## config.mk

```make
export PLATFORM = sky130hd
export DESIGN_NAME = rcx_receiver_config
export DESIGN_NICKNAME = d
export VERILOG_FILES = /design/src/logic/rcx_pkg.sv /design/src/logic/rcx_hold_if.sv /design/src/logic/rcx_receiver_config.sv /design/src/logic/rcx_holdoff.sv /design/src/logic/rcx_irq_ctrl.sv
export SDC_FILE = /design/constraint.sdc
export NUM_CORES = 1
export LEC_CHECK = 0
export ABC_AREA = 1
export BUFFER_PORTS_ARGS = -buffer_cell sky130_fd_sc_hd__buf_4
export CORE_ASPECT_RATIO = 0.7
export CORE_UTILIZATION = 60
export DETAILED_ROUTE_END_ITERATION = 16
export GPL_TIMING_DRIVEN = 1
export PLACE_DENSITY = 0.8
export SYNTH_ARGS = -nofsm -noshare
export SYNTH_HDL_FRONTEND = slang
export SYNTH_SLANG_ARGS = --single-unit
```

## constraint.sdc

```tcl
create_clock -name mclk -period 25.1 [get_ports mclk]
set_input_delay 2.51 -clock mclk [delete_from_list [all_inputs] [get_ports mclk]]
set_output_delay 2.51 -clock mclk [all_outputs]
set_load 0.005 [all_outputs]
```

## src/logic/rcx_pkg.sv

```systemverilog
package rcx_pkg;

  // ----------------------------------------
  // register offsets
  // ----------------------------------------
  localparam logic [7:0] ADDR_CTRL = 8'h35;
  localparam logic [7:0] ADDR_HOLD = 8'h36;
  localparam logic [7:0] ADDR_THR = 8'h37;
  localparam logic [7:0] ADDR_INCFG = 8'h38;
  localparam logic [7:0] ADDR_IRQ_STAT = 8'h40;
  localparam logic [7:0] ADDR_IRQ_MASK = 8'h41;
  localparam logic [7:0] ADDR_RX_STAT = 8'h42;
  localparam logic [7:0] RESET_VAL = 8'h00;

  // ----------------------------------------
  // field positions and masks
  // ----------------------------------------
  localparam int CTRL_ALLOW = 7;
  localparam int CTRL_MULTI = 6;
  localparam int CTRL_EOF_SEL = 5;
  localparam int CTRL_GUARD = 4;
  localparam int CTRL_SUPP = 3;
  localparam int HOLD_UNIT = 7;
  localparam int INCFG_SINGLE = 7;
  localparam int INCFG_ADC = 6;
  localparam logic [7:0] INCFG_MASK = 8'hF3;
  localparam int IRQ_DONE = 0;
  localparam int IRQ_PROT = 1;
  localparam int IRQ_NOISE = 2;
  localparam int IRQ_W = 3;
  localparam logic [1:0] NOISE_BYTES = 2'h3;
  localparam logic [1:0] COLL_OFF = 2'h3;
  localparam logic [2:0] BAUD_MIN = 3'h2;

  // ----------------------------------------
  // timing
  // ----------------------------------------
  localparam int MCLK_KHZ = 40000;
  localparam int CARRIER_KHZ = 13560;
  localparam int CARRIER_PER_UNIT = 16;
  localparam logic [9:0] UNIT_CYC =
    10'((CARRIER_PER_UNIT * MCLK_KHZ + CARRIER_KHZ - 1) / CARRIER_KHZ);

  // half bit period in mclk cycles, rounded up
  function automatic logic [9:0] half_bit_cycles(input logic [2:0] code);
    int kbd;
    kbd = 0;
    case (code)
      3'h2: kbd = 26;
      3'h3: kbd = 52;
      3'h4: kbd = 106;
      3'h5: kbd = 212;
      3'h6: kbd = 424;
      3'h7: kbd = 847;
      default: kbd = 0;
    endcase
    if (kbd == 0) begin
      half_bit_cycles = UNIT_CYC;
    end else begin
      half_bit_cycles = 10'((MCLK_KHZ + 2 * kbd - 1) / (2 * kbd));
    end
  endfunction

  typedef enum logic [5:0] {
    ST_IDLE = 6'h01,
    ST_HOLD = 6'h02,
    ST_HUNT = 6'h04,
    ST_FRAME = 6'h08,
    ST_APPEND = 6'h10,
    ST_SPARE = 6'h20
  } rcx_state_e;

endpackage

```

## src/logic/rcx_hold_if.sv

```systemverilog
`timescale 1ns/1ps
interface rcx_hold_if;
  logic start;
  logic [6:0] count;
  logic unitEtu;
  logic [9:0] halfCyc;
  logic busy;
  modport ctl (output start, count, unitEtu, halfCyc, input busy);
  modport tmr (input start, count, unitEtu, halfCyc, output busy);
endinterface

```

## src/logic/rcx_receiver_config.sv

```systemverilog
`timescale 1ns/1ps
// Functional notes
// partial last byte is written to FIFO when allowed, despite checksum check
// multi-frame mode keeps receiving after a frame until stopped
// multi-frame mode appends a copy of error flags after each frame
// end-of-frame select picks configured end symbol or type B end
// no end-of-frame check when select is 0 and symbol bits are 0
// guard time check raises protocol error in type B when too long
// error in first three bytes with suppression drops them, resets FIFO
// suppressed noise cases never raise receive done
// host should not read FIFO before three bytes when forcing checksum
// baud code 2h to 7h selects 26 to 847 kBd, rest reserved
// hold-off unit is 16 carrier periods or half a bit period
// after transmit end all input is ignored for hold-off time
// bit decoder uses decoder minimum threshold field
// phase detector uses its own minimum threshold field
// input pin mode selects full or quasi differential input
// converter mode selects normal reception or low-power card detect
// signal source field picks idle, analog, envelope or digital input
// collision level sets 1/8, 1/4, 1/2 sensitivity or disables detection
// reserved bits read zero, all fields reset to zero except the receive state, which resets to idle (01h)
module rcx_receiver_config (
  // clock and reset
  input wire logic mclk,
  input wire logic rst,
  // register port
  input wire logic [7:0] regAddr,
  input wire logic [7:0] regWdata,
  input wire logic regWr,
  input wire logic regRd,
  output logic [7:0] regRdata,
  // receive sequencing
  input wire logic txEnd,
  input wire logic rxStart,
  input wire logic rxStop,
  // frame decoder
  input wire logic sofSeen,
  input wire logic byteValid,
  input wire logic [7:0] byteData,
  input wire logic partialValid,
  input wire logic frameEnd,
  input wire logic frameError,
  input wire logic collision,
  input wire logic guardTooLong,
  input wire logic checksumEn,
  input wire logic typeB,
  input wire logic [1:0] eofSymbolCfg,
  input wire logic [7:0] errorFlags,
  // fifo
  output logic fifoWr,
  output logic [7:0] fifoData,
  output logic fifoFlush,
  // receiver controls
  output logic listening,
  output logic holdoffActive,
  output logic eofCheckEn,
  output logic eofTypeB,
  output logic guardCheckEn,
  output logic [2:0] baudCode,
  output logic baudValid,
  output logic [3:0] decoderMinThresh,
  output logic [3:0] phaseMinThresh,
  output logic singleInputPin,
  output logic lowPowerCardDetect,
  output logic [1:0] signalSource,
  output logic [1:0] collisionLevel,
  output logic collisionDetectEn,
  // interrupt
  output logic irq
);

  typedef struct packed {
    logic [7:0] ctrl;
    logic [7:0] hold;
    logic [7:0] thr;
    logic [7:0] incfg;
    rcx_pkg::rcx_state_e st;
    logic [1:0] cnt;
    logic fifoWr;
    logic [7:0] fifoData;
    logic fifoFlush;
    logic [7:0] rdData;
    logic [2:0] ev;
  } rcx_rx_s;

  rcx_rx_s s;
  rcx_rx_s next_s;

  logic [2:0] irqStatus;
  logic [2:0] irqMask;
  logic noise;
  logic holdBusy;

  rcx_hold_if hb();

  // ----------------------------------------
  // submodules
  // ----------------------------------------
  rcx_holdoff u_hold (
    .mclk(mclk),
    .rst(rst),
    .hb(hb.tmr)
  );

  rcx_irq_ctrl u_irq (
    .mclk(mclk),
    .rst(rst),
    .events(s.ev),
    .clrWr(regWr && regAddr == rcx_pkg::ADDR_IRQ_STAT),
    .maskWr(regWr && regAddr == rcx_pkg::ADDR_IRQ_MASK),
    .wrData(regWdata[2:0]),
    .status(irqStatus),
    .mask(irqMask),
    .irq(irq)
  );

  // ----------------------------------------
  // hold-off request
  // ----------------------------------------
  assign hb.start = txEnd && !rxStop;
  assign hb.count = s.hold[6:0];
  assign hb.unitEtu = s.hold[rcx_pkg::HOLD_UNIT];
  assign hb.halfCyc = rcx_pkg::half_bit_cycles(s.ctrl[2:0]);
  assign holdBusy = hb.busy;

  assign noise = s.ctrl[rcx_pkg::CTRL_SUPP] && s.cnt < rcx_pkg::NOISE_BYTES;

  // ----------------------------------------
  // registers and receive sequence
  // ----------------------------------------
  always_comb begin
    next_s = s;
    next_s.fifoWr = 1'b0;
    next_s.fifoFlush = 1'b0;
    next_s.ev = 3'h0;
    next_s.rdData = 8'h00;
    if (regWr) begin
      if (regAddr == rcx_pkg::ADDR_CTRL) begin
        next_s.ctrl = regWdata;
      end else if (regAddr == rcx_pkg::ADDR_HOLD) begin
        next_s.hold = regWdata;
      end else if (regAddr == rcx_pkg::ADDR_THR) begin
        next_s.thr = regWdata;
      end else if (regAddr == rcx_pkg::ADDR_INCFG) begin
        next_s.incfg = regWdata & rcx_pkg::INCFG_MASK;
      end
    end
    if (regRd) begin
      if (regAddr == rcx_pkg::ADDR_CTRL) begin
        next_s.rdData = s.ctrl;
      end else if (regAddr == rcx_pkg::ADDR_HOLD) begin
        next_s.rdData = s.hold;
      end else if (regAddr == rcx_pkg::ADDR_THR) begin
        next_s.rdData = s.thr;
      end else if (regAddr == rcx_pkg::ADDR_INCFG) begin
        next_s.rdData = s.incfg;
      end else if (regAddr == rcx_pkg::ADDR_IRQ_STAT) begin
        next_s.rdData = {5'h00, irqStatus};
      end else if (regAddr == rcx_pkg::ADDR_IRQ_MASK) begin
        next_s.rdData = {5'h00, irqMask};
      end else if (regAddr == rcx_pkg::ADDR_RX_STAT) begin
        next_s.rdData = {2'h0, s.st};
      end
    end
    if (s.st == rcx_pkg::ST_FRAME && guardTooLong && guardCheckEn) begin
      next_s.ev[rcx_pkg::IRQ_PROT] = 1'b1;
    end
    case (s.st)
      rcx_pkg::ST_IDLE: begin
        if (rxStart) begin
          next_s.st = rcx_pkg::ST_HUNT;
        end
      end
      rcx_pkg::ST_HOLD: begin
        if (!holdBusy) begin
          next_s.st = rcx_pkg::ST_HUNT;
        end
      end
      rcx_pkg::ST_HUNT: begin
        if (sofSeen) begin
          next_s.st = rcx_pkg::ST_FRAME;
          next_s.cnt = 2'h0;
        end
      end
      rcx_pkg::ST_FRAME: begin
        if ((frameError || collision) && noise) begin
          next_s.fifoFlush = 1'b1;
          next_s.ev[rcx_pkg::IRQ_NOISE] = 1'b1;
          next_s.st = rcx_pkg::ST_HUNT;
        end else if (frameEnd) begin
          if (noise) begin
            next_s.fifoFlush = 1'b1;
            next_s.ev[rcx_pkg::IRQ_NOISE] = 1'b1;
            next_s.st = rcx_pkg::ST_HUNT;
          end else begin
            next_s.ev[rcx_pkg::IRQ_DONE] = 1'b1;
            if (s.ctrl[rcx_pkg::CTRL_MULTI]) begin
              next_s.st = rcx_pkg::ST_APPEND;
            end else begin
              next_s.st = rcx_pkg::ST_IDLE;
            end
          end
        end else if (byteValid) begin
          next_s.fifoWr = 1'b1;
          next_s.fifoData = byteData;
          if (s.cnt != rcx_pkg::NOISE_BYTES) begin
            next_s.cnt = s.cnt + 2'h1;
          end
        end else if (partialValid) begin
          if (s.ctrl[rcx_pkg::CTRL_ALLOW] || !checksumEn) begin
            next_s.fifoWr = 1'b1;
            next_s.fifoData = byteData;
            if (s.cnt != rcx_pkg::NOISE_BYTES) begin
              next_s.cnt = s.cnt + 2'h1;
            end
          end
        end
      end
      rcx_pkg::ST_APPEND: begin
        next_s.fifoWr = 1'b1;
        next_s.fifoData = errorFlags;
        next_s.st = rcx_pkg::ST_HUNT;
      end
      default: begin
        next_s.st = rcx_pkg::ST_IDLE;
      end
    endcase
    if (rxStop) begin
      next_s.st = rcx_pkg::ST_IDLE;
    end else if (txEnd) begin
      next_s.st = rcx_pkg::ST_HOLD;
    end
  end

  always_ff @(posedge mclk) begin
    if (rst) begin
      s <= '0;
      s.st <= rcx_pkg::ST_IDLE;
    end else begin
      s <= next_s;
    end
  end

  // ----------------------------------------
  // outputs
  // ----------------------------------------
  assign regRdata = s.rdData;
  assign fifoWr = s.fifoWr;
  assign fifoData = s.fifoData;
  assign fifoFlush = s.fifoFlush;
  assign listening = (s.st == rcx_pkg::ST_HUNT) || (s.st == rcx_pkg::ST_FRAME);
  assign holdoffActive = (s.st == rcx_pkg::ST_HOLD);
  assign eofTypeB = s.ctrl[rcx_pkg::CTRL_EOF_SEL];
  assign eofCheckEn = eofTypeB || (eofSymbolCfg != 2'h0);
  assign guardCheckEn = s.ctrl[rcx_pkg::CTRL_GUARD] && typeB;
  assign baudCode = s.ctrl[2:0];
  assign baudValid = s.ctrl[2:0] >= rcx_pkg::BAUD_MIN;
  assign decoderMinThresh = s.thr[7:4];
  assign phaseMinThresh = s.thr[3:0];
  assign singleInputPin = s.incfg[rcx_pkg::INCFG_SINGLE];
  assign lowPowerCardDetect = s.incfg[rcx_pkg::INCFG_ADC];
  assign signalSource = s.incfg[5:4];
  assign collisionLevel = s.incfg[1:0];
  assign collisionDetectEn = s.incfg[1:0] != rcx_pkg::COLL_OFF;
endmodule

```

## src/logic/rcx_holdoff.sv

```systemverilog
`timescale 1ns/1ps
module rcx_holdoff (
  // clock and reset
  input wire logic mclk,
  input wire logic rst,
  // hold-off request and status
  rcx_hold_if.tmr hb
);

  typedef struct packed {
    logic [6:0] rem;
    logic [9:0] tick;
    logic [9:0] unitLen;
    logic busy;
  } rcx_hold_s;

  rcx_hold_s s;
  rcx_hold_s next_s;

  // ----------------------------------------
  // unit counter
  // ----------------------------------------
  always_comb begin
    next_s = s;
    if (hb.start) begin
      next_s.rem = hb.count;
      next_s.tick = 10'h000;
      next_s.unitLen = hb.unitEtu ? hb.halfCyc : rcx_pkg::UNIT_CYC;
      next_s.busy = (hb.count != 7'h00);
    end else if (s.busy) begin
      if (s.tick == s.unitLen - 10'h001) begin
        next_s.tick = 10'h000;
        next_s.rem = s.rem - 7'h01;
        next_s.busy = (s.rem != 7'h01);
      end else begin
        next_s.tick = s.tick + 10'h001;
      end
    end
  end

  always_ff @(posedge mclk) begin
    if (rst) begin
      s <= '0;
    end else begin
      s <= next_s;
    end
  end

  assign hb.busy = s.busy;
endmodule

```

## src/logic/rcx_irq_ctrl.sv

```systemverilog
`timescale 1ns/1ps
module rcx_irq_ctrl (
  // clock and reset
  input wire logic mclk,
  input wire logic rst,
  // events
  input wire logic [2:0] events,
  // register writes
  input wire logic clrWr,
  input wire logic maskWr,
  input wire logic [2:0] wrData,
  // status
  output logic [2:0] status,
  output logic [2:0] mask,
  output logic irq
);

  typedef struct packed {
    logic [2:0] status;
    logic [2:0] mask;
  } rcx_irq_s;

  rcx_irq_s s;
  rcx_irq_s next_s;

  // ----------------------------------------
  // sticky status, write one to clear
  // ----------------------------------------
  always_comb begin
    next_s = s;
    next_s.status = (s.status & ~(clrWr ? wrData : 3'h0)) | events;
    if (maskWr) begin
      next_s.mask = wrData;
    end
  end

  always_ff @(posedge mclk) begin
    if (rst) begin
      s <= '0;
    end else begin
      s <= next_s;
    end
  end

  assign status = s.status;
  assign mask = s.mask;
  assign irq = |(s.status & s.mask);
endmodule

```

# --- Word-level counts from Yosys, hierarchy flattened ---
# Cells that the tools add are included.
classes:
  add_sub_neg: 6
  n_div: 1
  order_cmp: 2
  n_eq_ne: 34
  n_mux: 41
  n_bitwise: 10
  n_reduce_logical: 36
op_table:
  columns: ["cell", "n"]
  rows:
  - ["case mux 10 bit (6 select lines)", 1]
  - ["two-way mux 11 bit", 5]
  - ["two-way mux 6 bit", 8]
  - ["two-way mux 8 bit", 5]
  - ["two-way mux 17 bit", 2]
  - ["adder 17 x 32 -> 32 bit, first input constant", 1]
  - ["divider 32 x 32 -> 32 bit", 1]
  - ["equality test 8 x 6 -> 1 bit, second input constant", 4]
  - ["logical NOT 32 bit", 1]
  - ["subtractor 32 x 2 -> 32 bit, second input constant", 1]
  - ["two-way mux 10 bit", 3]
  - ["case mux 6 bit (5 select lines)", 1]
  - ["equality test 8 x 7 -> 1 bit, second input constant", 3]
  - ["case mux 9 bit (2 select lines)", 1]
  - ["inequality test 2 bit, second input constant", 7]
  - ["equality test 3 bit, second input constant", 4]
  - ["inequality test 3 bit, second input constant", 4]
  - ["AND reduction 4 bit", 3]
  - ["adder 10 x 1 -> 10 bit, second input constant", 1]
  - ["equality test 10 bit", 1]
  - ["AND reduction 5 bit", 2]
  - ["nonzero test 2 bit", 5]
  - ["subtractor 10 x 1 -> 10 bit, second input constant", 1]
  - ["two-way mux 1 bit", 9]
  - ["32 further kinds", 56]
totals:
  reg_bits: 93
  in_bits: 50
  out_inout_bits: 43
  elab_cells: 149

# --- Logic depth before layout (Yosys ltp) ---
depth:
  depth_word: 8
  mapped_depth: 113
  ltp_nobuf: 108

# --- Cells and area by module ---
# Synthesis repeated with hierarchy kept, for this count alone.
hier_totals:
  cells_unflattened: 1848
  area_unflattened_um2: 10951.8
by_module_without_submodules:
  columns: ["mod", "instances", "cells_each", "area_each_um2", "seq_area_each_um2"]
  rows:
  - ["rcx_receiver_config", 1, 1552, 8991.1, 1141.1]
  - ["rcx_holdoff", 1, 264, 1734.2, 560.5]
  - ["rcx_irq_ctrl", 1, 32, 226.5, 120.1]

# --- Least setup slack after synthesis ---
# Ideal clock, no wire load.
synth_timing:
  path_kind: "register -> register"
  start: "reg s (netlist bit baudCode[2])"
  end: "reg u_hold.s[1] (netlist bit)"
  setup_ns: 0.112
  arrival_time_ns: 13.158
  t_required_ns: 24.988
  setup_slack_ns: 11.830
  stages_incl_launch_ff: 106
  path_buffers: 6
  period_less_slack_ns: 13.270
  cell_sequence: "dfxtp_1 > inv_2 > ha_1 > buf_4 > inv_2 > buf_6 > nand3_1 > nand3_1 > o21ai_2 > o21ai_0 > o22ai_1 > inv_1 > a211oi_1 > nor2_1 > ha_1 > inv_1 > nor2_1 > nor2_1 > [70 not listed] > o21ai_0 > inv_1 > ha_1 > inv_1 > nor3_1 > nand4_1 > o21ai_0 > nor2_1 > nor2_1 > nand2_1 > inv_1 > nand3_1 > nor2_1 > nand3_1 > nand2_1 > nand2_1 > nand2_1 > nand2_1"
synth_via:
  elab_chain_len: 7
  word_cells_on_any_way: 13
  cone_classes: "add/sub (2); div (1); eq/ne (6); mux (3); reduce/logical (1)"
synth_lines:
  columns: ["element", "line", "source"]
  rows:
  - ["start: declaration", "rcx_receiver_config.sv:86", "rcx_rx_s s;"]
  - ["start signal: assignment", "rcx_receiver_config.sv:240", "s <= next_s;"]
  - ["equality test 3 bit or equality test 3 x 2 -> 1 bit (tied branches)", "rcx_pkg.sv:48", "case (code)"]
  - ["case mux 10 bit (6 select lines) *", "rcx_pkg.sv:48", null]
  - ["adder 17 x 32 -> 32 bit", "rcx_pkg.sv:60", "half_bit_cycles = 10'((MCLK_KHZ + 2 * kbd - 1) / (2 * kbd));"]
  - ["subtractor 32 x 2 -> 32 bit", "rcx_pkg.sv:60", null]
  - ["divider 32 x 32 -> 32 bit", "rcx_pkg.sv:60", null]
  - ["two-way mux 10 bit *", "rcx_pkg.sv:57", "if (kbd == 0) begin"]
  - ["two-way mux 10 bit *", "rcx_holdoff.sv:28", "next_s.unitLen = hb.unitEtu ? hb.halfCyc : rcx_pkg::UNIT_CYC;"]
  - ["end signal: assignment", "rcx_holdoff.sv:45", "s <= next_s;"]
  - ["end: declaration", "rcx_holdoff.sv:17", "rcx_hold_s s;"]
# Mark *: on every way between the ends. The rest lies on a longest branch, timed or not.
# A chain may end at the register's enable or synchronous reset.

# --- Worst setup path after layout ---
layout_timing:
  start: "reg s (netlist bit baudCode[1])"
  end: "reg u_hold.s[1] (netlist bit)"
# Same word-level chain as after synthesis.

==> flow_metrics.py <==
metrics = {
    "timing": {
        "setup_viol": 0,
        "setup_ws_ps": 7920,
        "rsz0062_at_grt": "no",
        "fmax_mhz": 58.2,
        "finClkSkew_ps": 7.16,
        "min_period_ps": 17180,
        "maxSlewHeadroom_pct": 37.8,
        "final_hold_viol_count": 0,
        "min_period_over_period_pct": 68.5,
        "worst_pin_slew_ps": 933,
        "tns_ps": 0,
        "drv_slew": 0,
    },
    "placed_design": {
        "place_congestion": 1.04,
        "dp.cells": 2069,
        "placed_area_sq_um": 11500,
        "hpwl_microns": 28800,
        "dpl_worst_slack_ps": 8450,
        "portBuffers": 92,
    },
    "critical_path": {
        "arrival_ps": 17420,
        "crit_top_cell": "nand2_1",
        "cp_max_fo": 29,
        "start_kind": "flip-flop",
        "critPathLaunch": "baudCode[1]",
        "r2r_cells": 98,
        "cpMaxStageDelayCell": "nand3_1",
        "r2r_start": "baudCode[1]",
        "required_ps": 25340,
        "slowest_delay_ps": 730,
        "end_kind": "flip-flop",
        "critPathKind": "flip-flop to flip-flop",
    },
    "hold_path": {
        "hp-class": "flip-flop to flip-flop",
        "holdCritStartpoint": "s[60]",
        "min_path_cells": 2,
    },
    "global_routing": {
        "grt.met2_usage_pct": 56.1,
        "grt_use_total_pct": 39.3,
        "met3_usage_pct": 12.0,
        "grt_pass1_wl_microns": 57800,
        "gr-usage-met1_pct": 57.0,
        "gr-total-overflow": 0,
        "grt_max_degree": 39,
        "grt_antenna_before_repair": 0,
        "grt_busiest_layer": "met1",
        "grt_pass1_vias": 11100,
    },
    "clock_network": {
        "clk_pin_slew_ps": 60,
        "clock_path_buffers": 2,
        "clkLatencyLatePin_ps": 350,
        "cts_resized": 0,
        "htreeDepth": 3,
        "cts_root_buffer": "clkbuf_16",
        "numCtsBuffers": 9,
        "cts_sinks": 91,
        "ctsHoldBuffers": 0,
        "post_cts_buffers": 0,
        "cts_tree": "built",
    },
    "floorplan": {
        "core_sq_um": 17500,
        "dieArea_sq_um": 18800,
        "initial_utilization_pct": 62.5,
        "die_w_microns": 164,
        "io_pins": 93,
        "row_count": 40,
        "die_y_microns": 115,
    },
    "logic_synthesis": {
        "synth_seq_area_share_pct": 16.6,
        "avgSynthCellArea_sq_um": 6.03,
        "synth.distinct_cells": 65,
        "syn_inst": 1818,
        "synth_edf_count": 0,
        "ys.flop_type": "dfxtp_1",
        "syn_area_sq_um": 11000,
        "synth-seq-cells": 91,
        "async_reset_ff_share_pct": 0,
        "yosysWarningCount": 0,
    },
    "final_layout": {
        "fillCellCount": 1657,
        "nNetsFinal": 1984,
        "regArea_sq_um": 1820,
        "multi_input_area_sq_um": 7570,
        "final_cell_area_sq_um": 11800,
        "drive_gt1_share_pct": 12.2,
        "utilization_pct": 67.2,
        "diodes": 0,
        "final_common_cell": "nand2_1",
        "syn2layout_area_growth_pct": 7.47,
        "fin_cells": 2085,
        "final_cell_mix": "nand2_1, inv_1, nor2_1",
    },
    "power": {
        "p_int_mw": 0.242,
        "p_per_area_nw_per_um2": 28.9,
        "power_switching_mw": 0.0985,
        "combinationalPowerShare_pct": 20.1,
        "leakagePower_nw": 5.99,
        "ir_drop_mv": 0.0369,
        "power_frac_seq_pct": 42.8,
        "switching_share_pct": 28.9,
        "p_clk_share_pct": 37.1,
    },
    "run": {
        "drv_cap": 0,
    },
    "routing": {
        "postRouteAntennaNets": 0,
        "avgRoutedWirePerCell_microns": 17.6,
        "drt_iter0_markers": 1562,
        "routed_wl_microns": 36700,
        "vias": 12400,
        "post-route-drc-count": 0,
        "drtPass1Iterations": 6,
        "vias_per_cell": 5.93,
    },
    "status": {
        "status": "finished clean",
    },
}
==> cells in the mapped netlist (3+ instances only) <==
cell	n	area share (%)
nor2_4	11	1.1
buf_6	6	0.62
o22ai_1	12	0.69
o21bai_1	3	0.21
xnor2_1	23	1.8
nor4_1	12	0.69
nor2_2	10	0.57
o21a_1	4	0.27
a21o_1	4	0.27
a31oi_1	14	0.80
a221oi_1	5	0.40
nand2_1	428	15
ha_1	84	9.6
o21ai_0	110	5.0
a22oi_1	5	0.34
buf_4	40	2.7
nand2_2	22	1.3
nor2_1	168	5.8
and3_1	4	0.23
inv_1	257	8.8
nand3_1	128	5.8
buf_2	9	0.41
nand3_2	15	1.4
a21oi_1	116	5.3
nand4_1	43	2.5
nor3_1	33	1.5
inv_2	19	0.65
o211ai_1	3	0.21
or2_2	15	0.86
xor2_1	49	3.9
o221ai_1	3	0.24
clkbuf_1	27	0.93
dfxtp_1	91	17
a21oi_2	4	0.32
==> flip-flops by register name, summed over array words and instances, names as in the netlist <==
name                count
baudCode                3
collisionLevel          2
decoderMinThresh        4
eofTypeB                1
fifoData                8
fifoFlush               1
fifoWr                  1
hb.count                7
hb.unitEtu              1
lowPowerCardDetect      1
phaseMinThresh          4
regRdata                8
s                      13
signalSource            2
singleInputPin          1
u_hold.hb.busy          1
u_hold.s               27
u_irq.mask              3
u_irq.status            3
==> power groups by stage <==
stage	clock [mW]	combinational [mW]	sequential (mW)
6_report	0.126	0.0685	0.146
2_1_floorplan	0	0.0474	0.149
3_3_place_gp	0	0.0655	0.149
5_1_grt	0.134	0.0760	0.146
3_5_place_dp	0	0.0663	0.149
4_1_cts	0.126	0.0668	0.146
==> kinds of logic (layout without fill, tap and decap cells) <==
group | after synthesis | after routing | share of synthesized area (%)
compound gates | 305 | 305 | 15.9
xor+xnor | 72 | 72 | 5.76
fa+ha+maj | 85 | 85 | 9.78
buf+inv | 362 | 397 | 14.3
flops | 91 | 91 | 16.6
other cells | 1 | 2 | 0.0342
simple gates | 902 | 902 | 37.6
==> worst max-delay path, delay by kind of cell, from the launching register on <==
family	cells	cell delay (ps)
flops	1	630
xor+xnor	3	470
buf+inv	16	2290
simple gates	48	7540
compound gates	21	3100
fa+ha+maj	10	2960
==> layout make-up <==
cell class,instances,share of cell area [%]
flip-flops and latches,91,15.5
repair buffers,103,6.57
multi-input cells,1366,64.3
clock inverters,2,0.0850
clock buffers,14,2.24
well taps,231,2.45
inverters,278,8.87
==> per-layer routing <==
layer / up-vias / routed length (microns)
met1: 5585 / 16400
met3: 83 / 5220
met4: 0 / 813
met2: 737 / 14300
li1: 5960 / -
met5: - / 0
==> through the flow <==
step / hold slack [ps] / total power, mW
3_3_place_gp: 455 / 0.214
5_1_grt: 497 / 0.355
2_1_floorplan: 413 / 0.196
3_5_place_dp: 461 / 0.215
4_1_cts: 469 / 0.339
6_report: 468 / 0.341
==> path summary, 6_finish.rpt <==
check | end | slack [ps]
setup / recovery | u_hold.s[1] | 7920
hold / removal | regRdata[7] | 470
setup reg to reg | u_hold.s[1] | 7920
hold reg to reg | regRdata[7] | 470
Power figures use the tool's default switching activity.
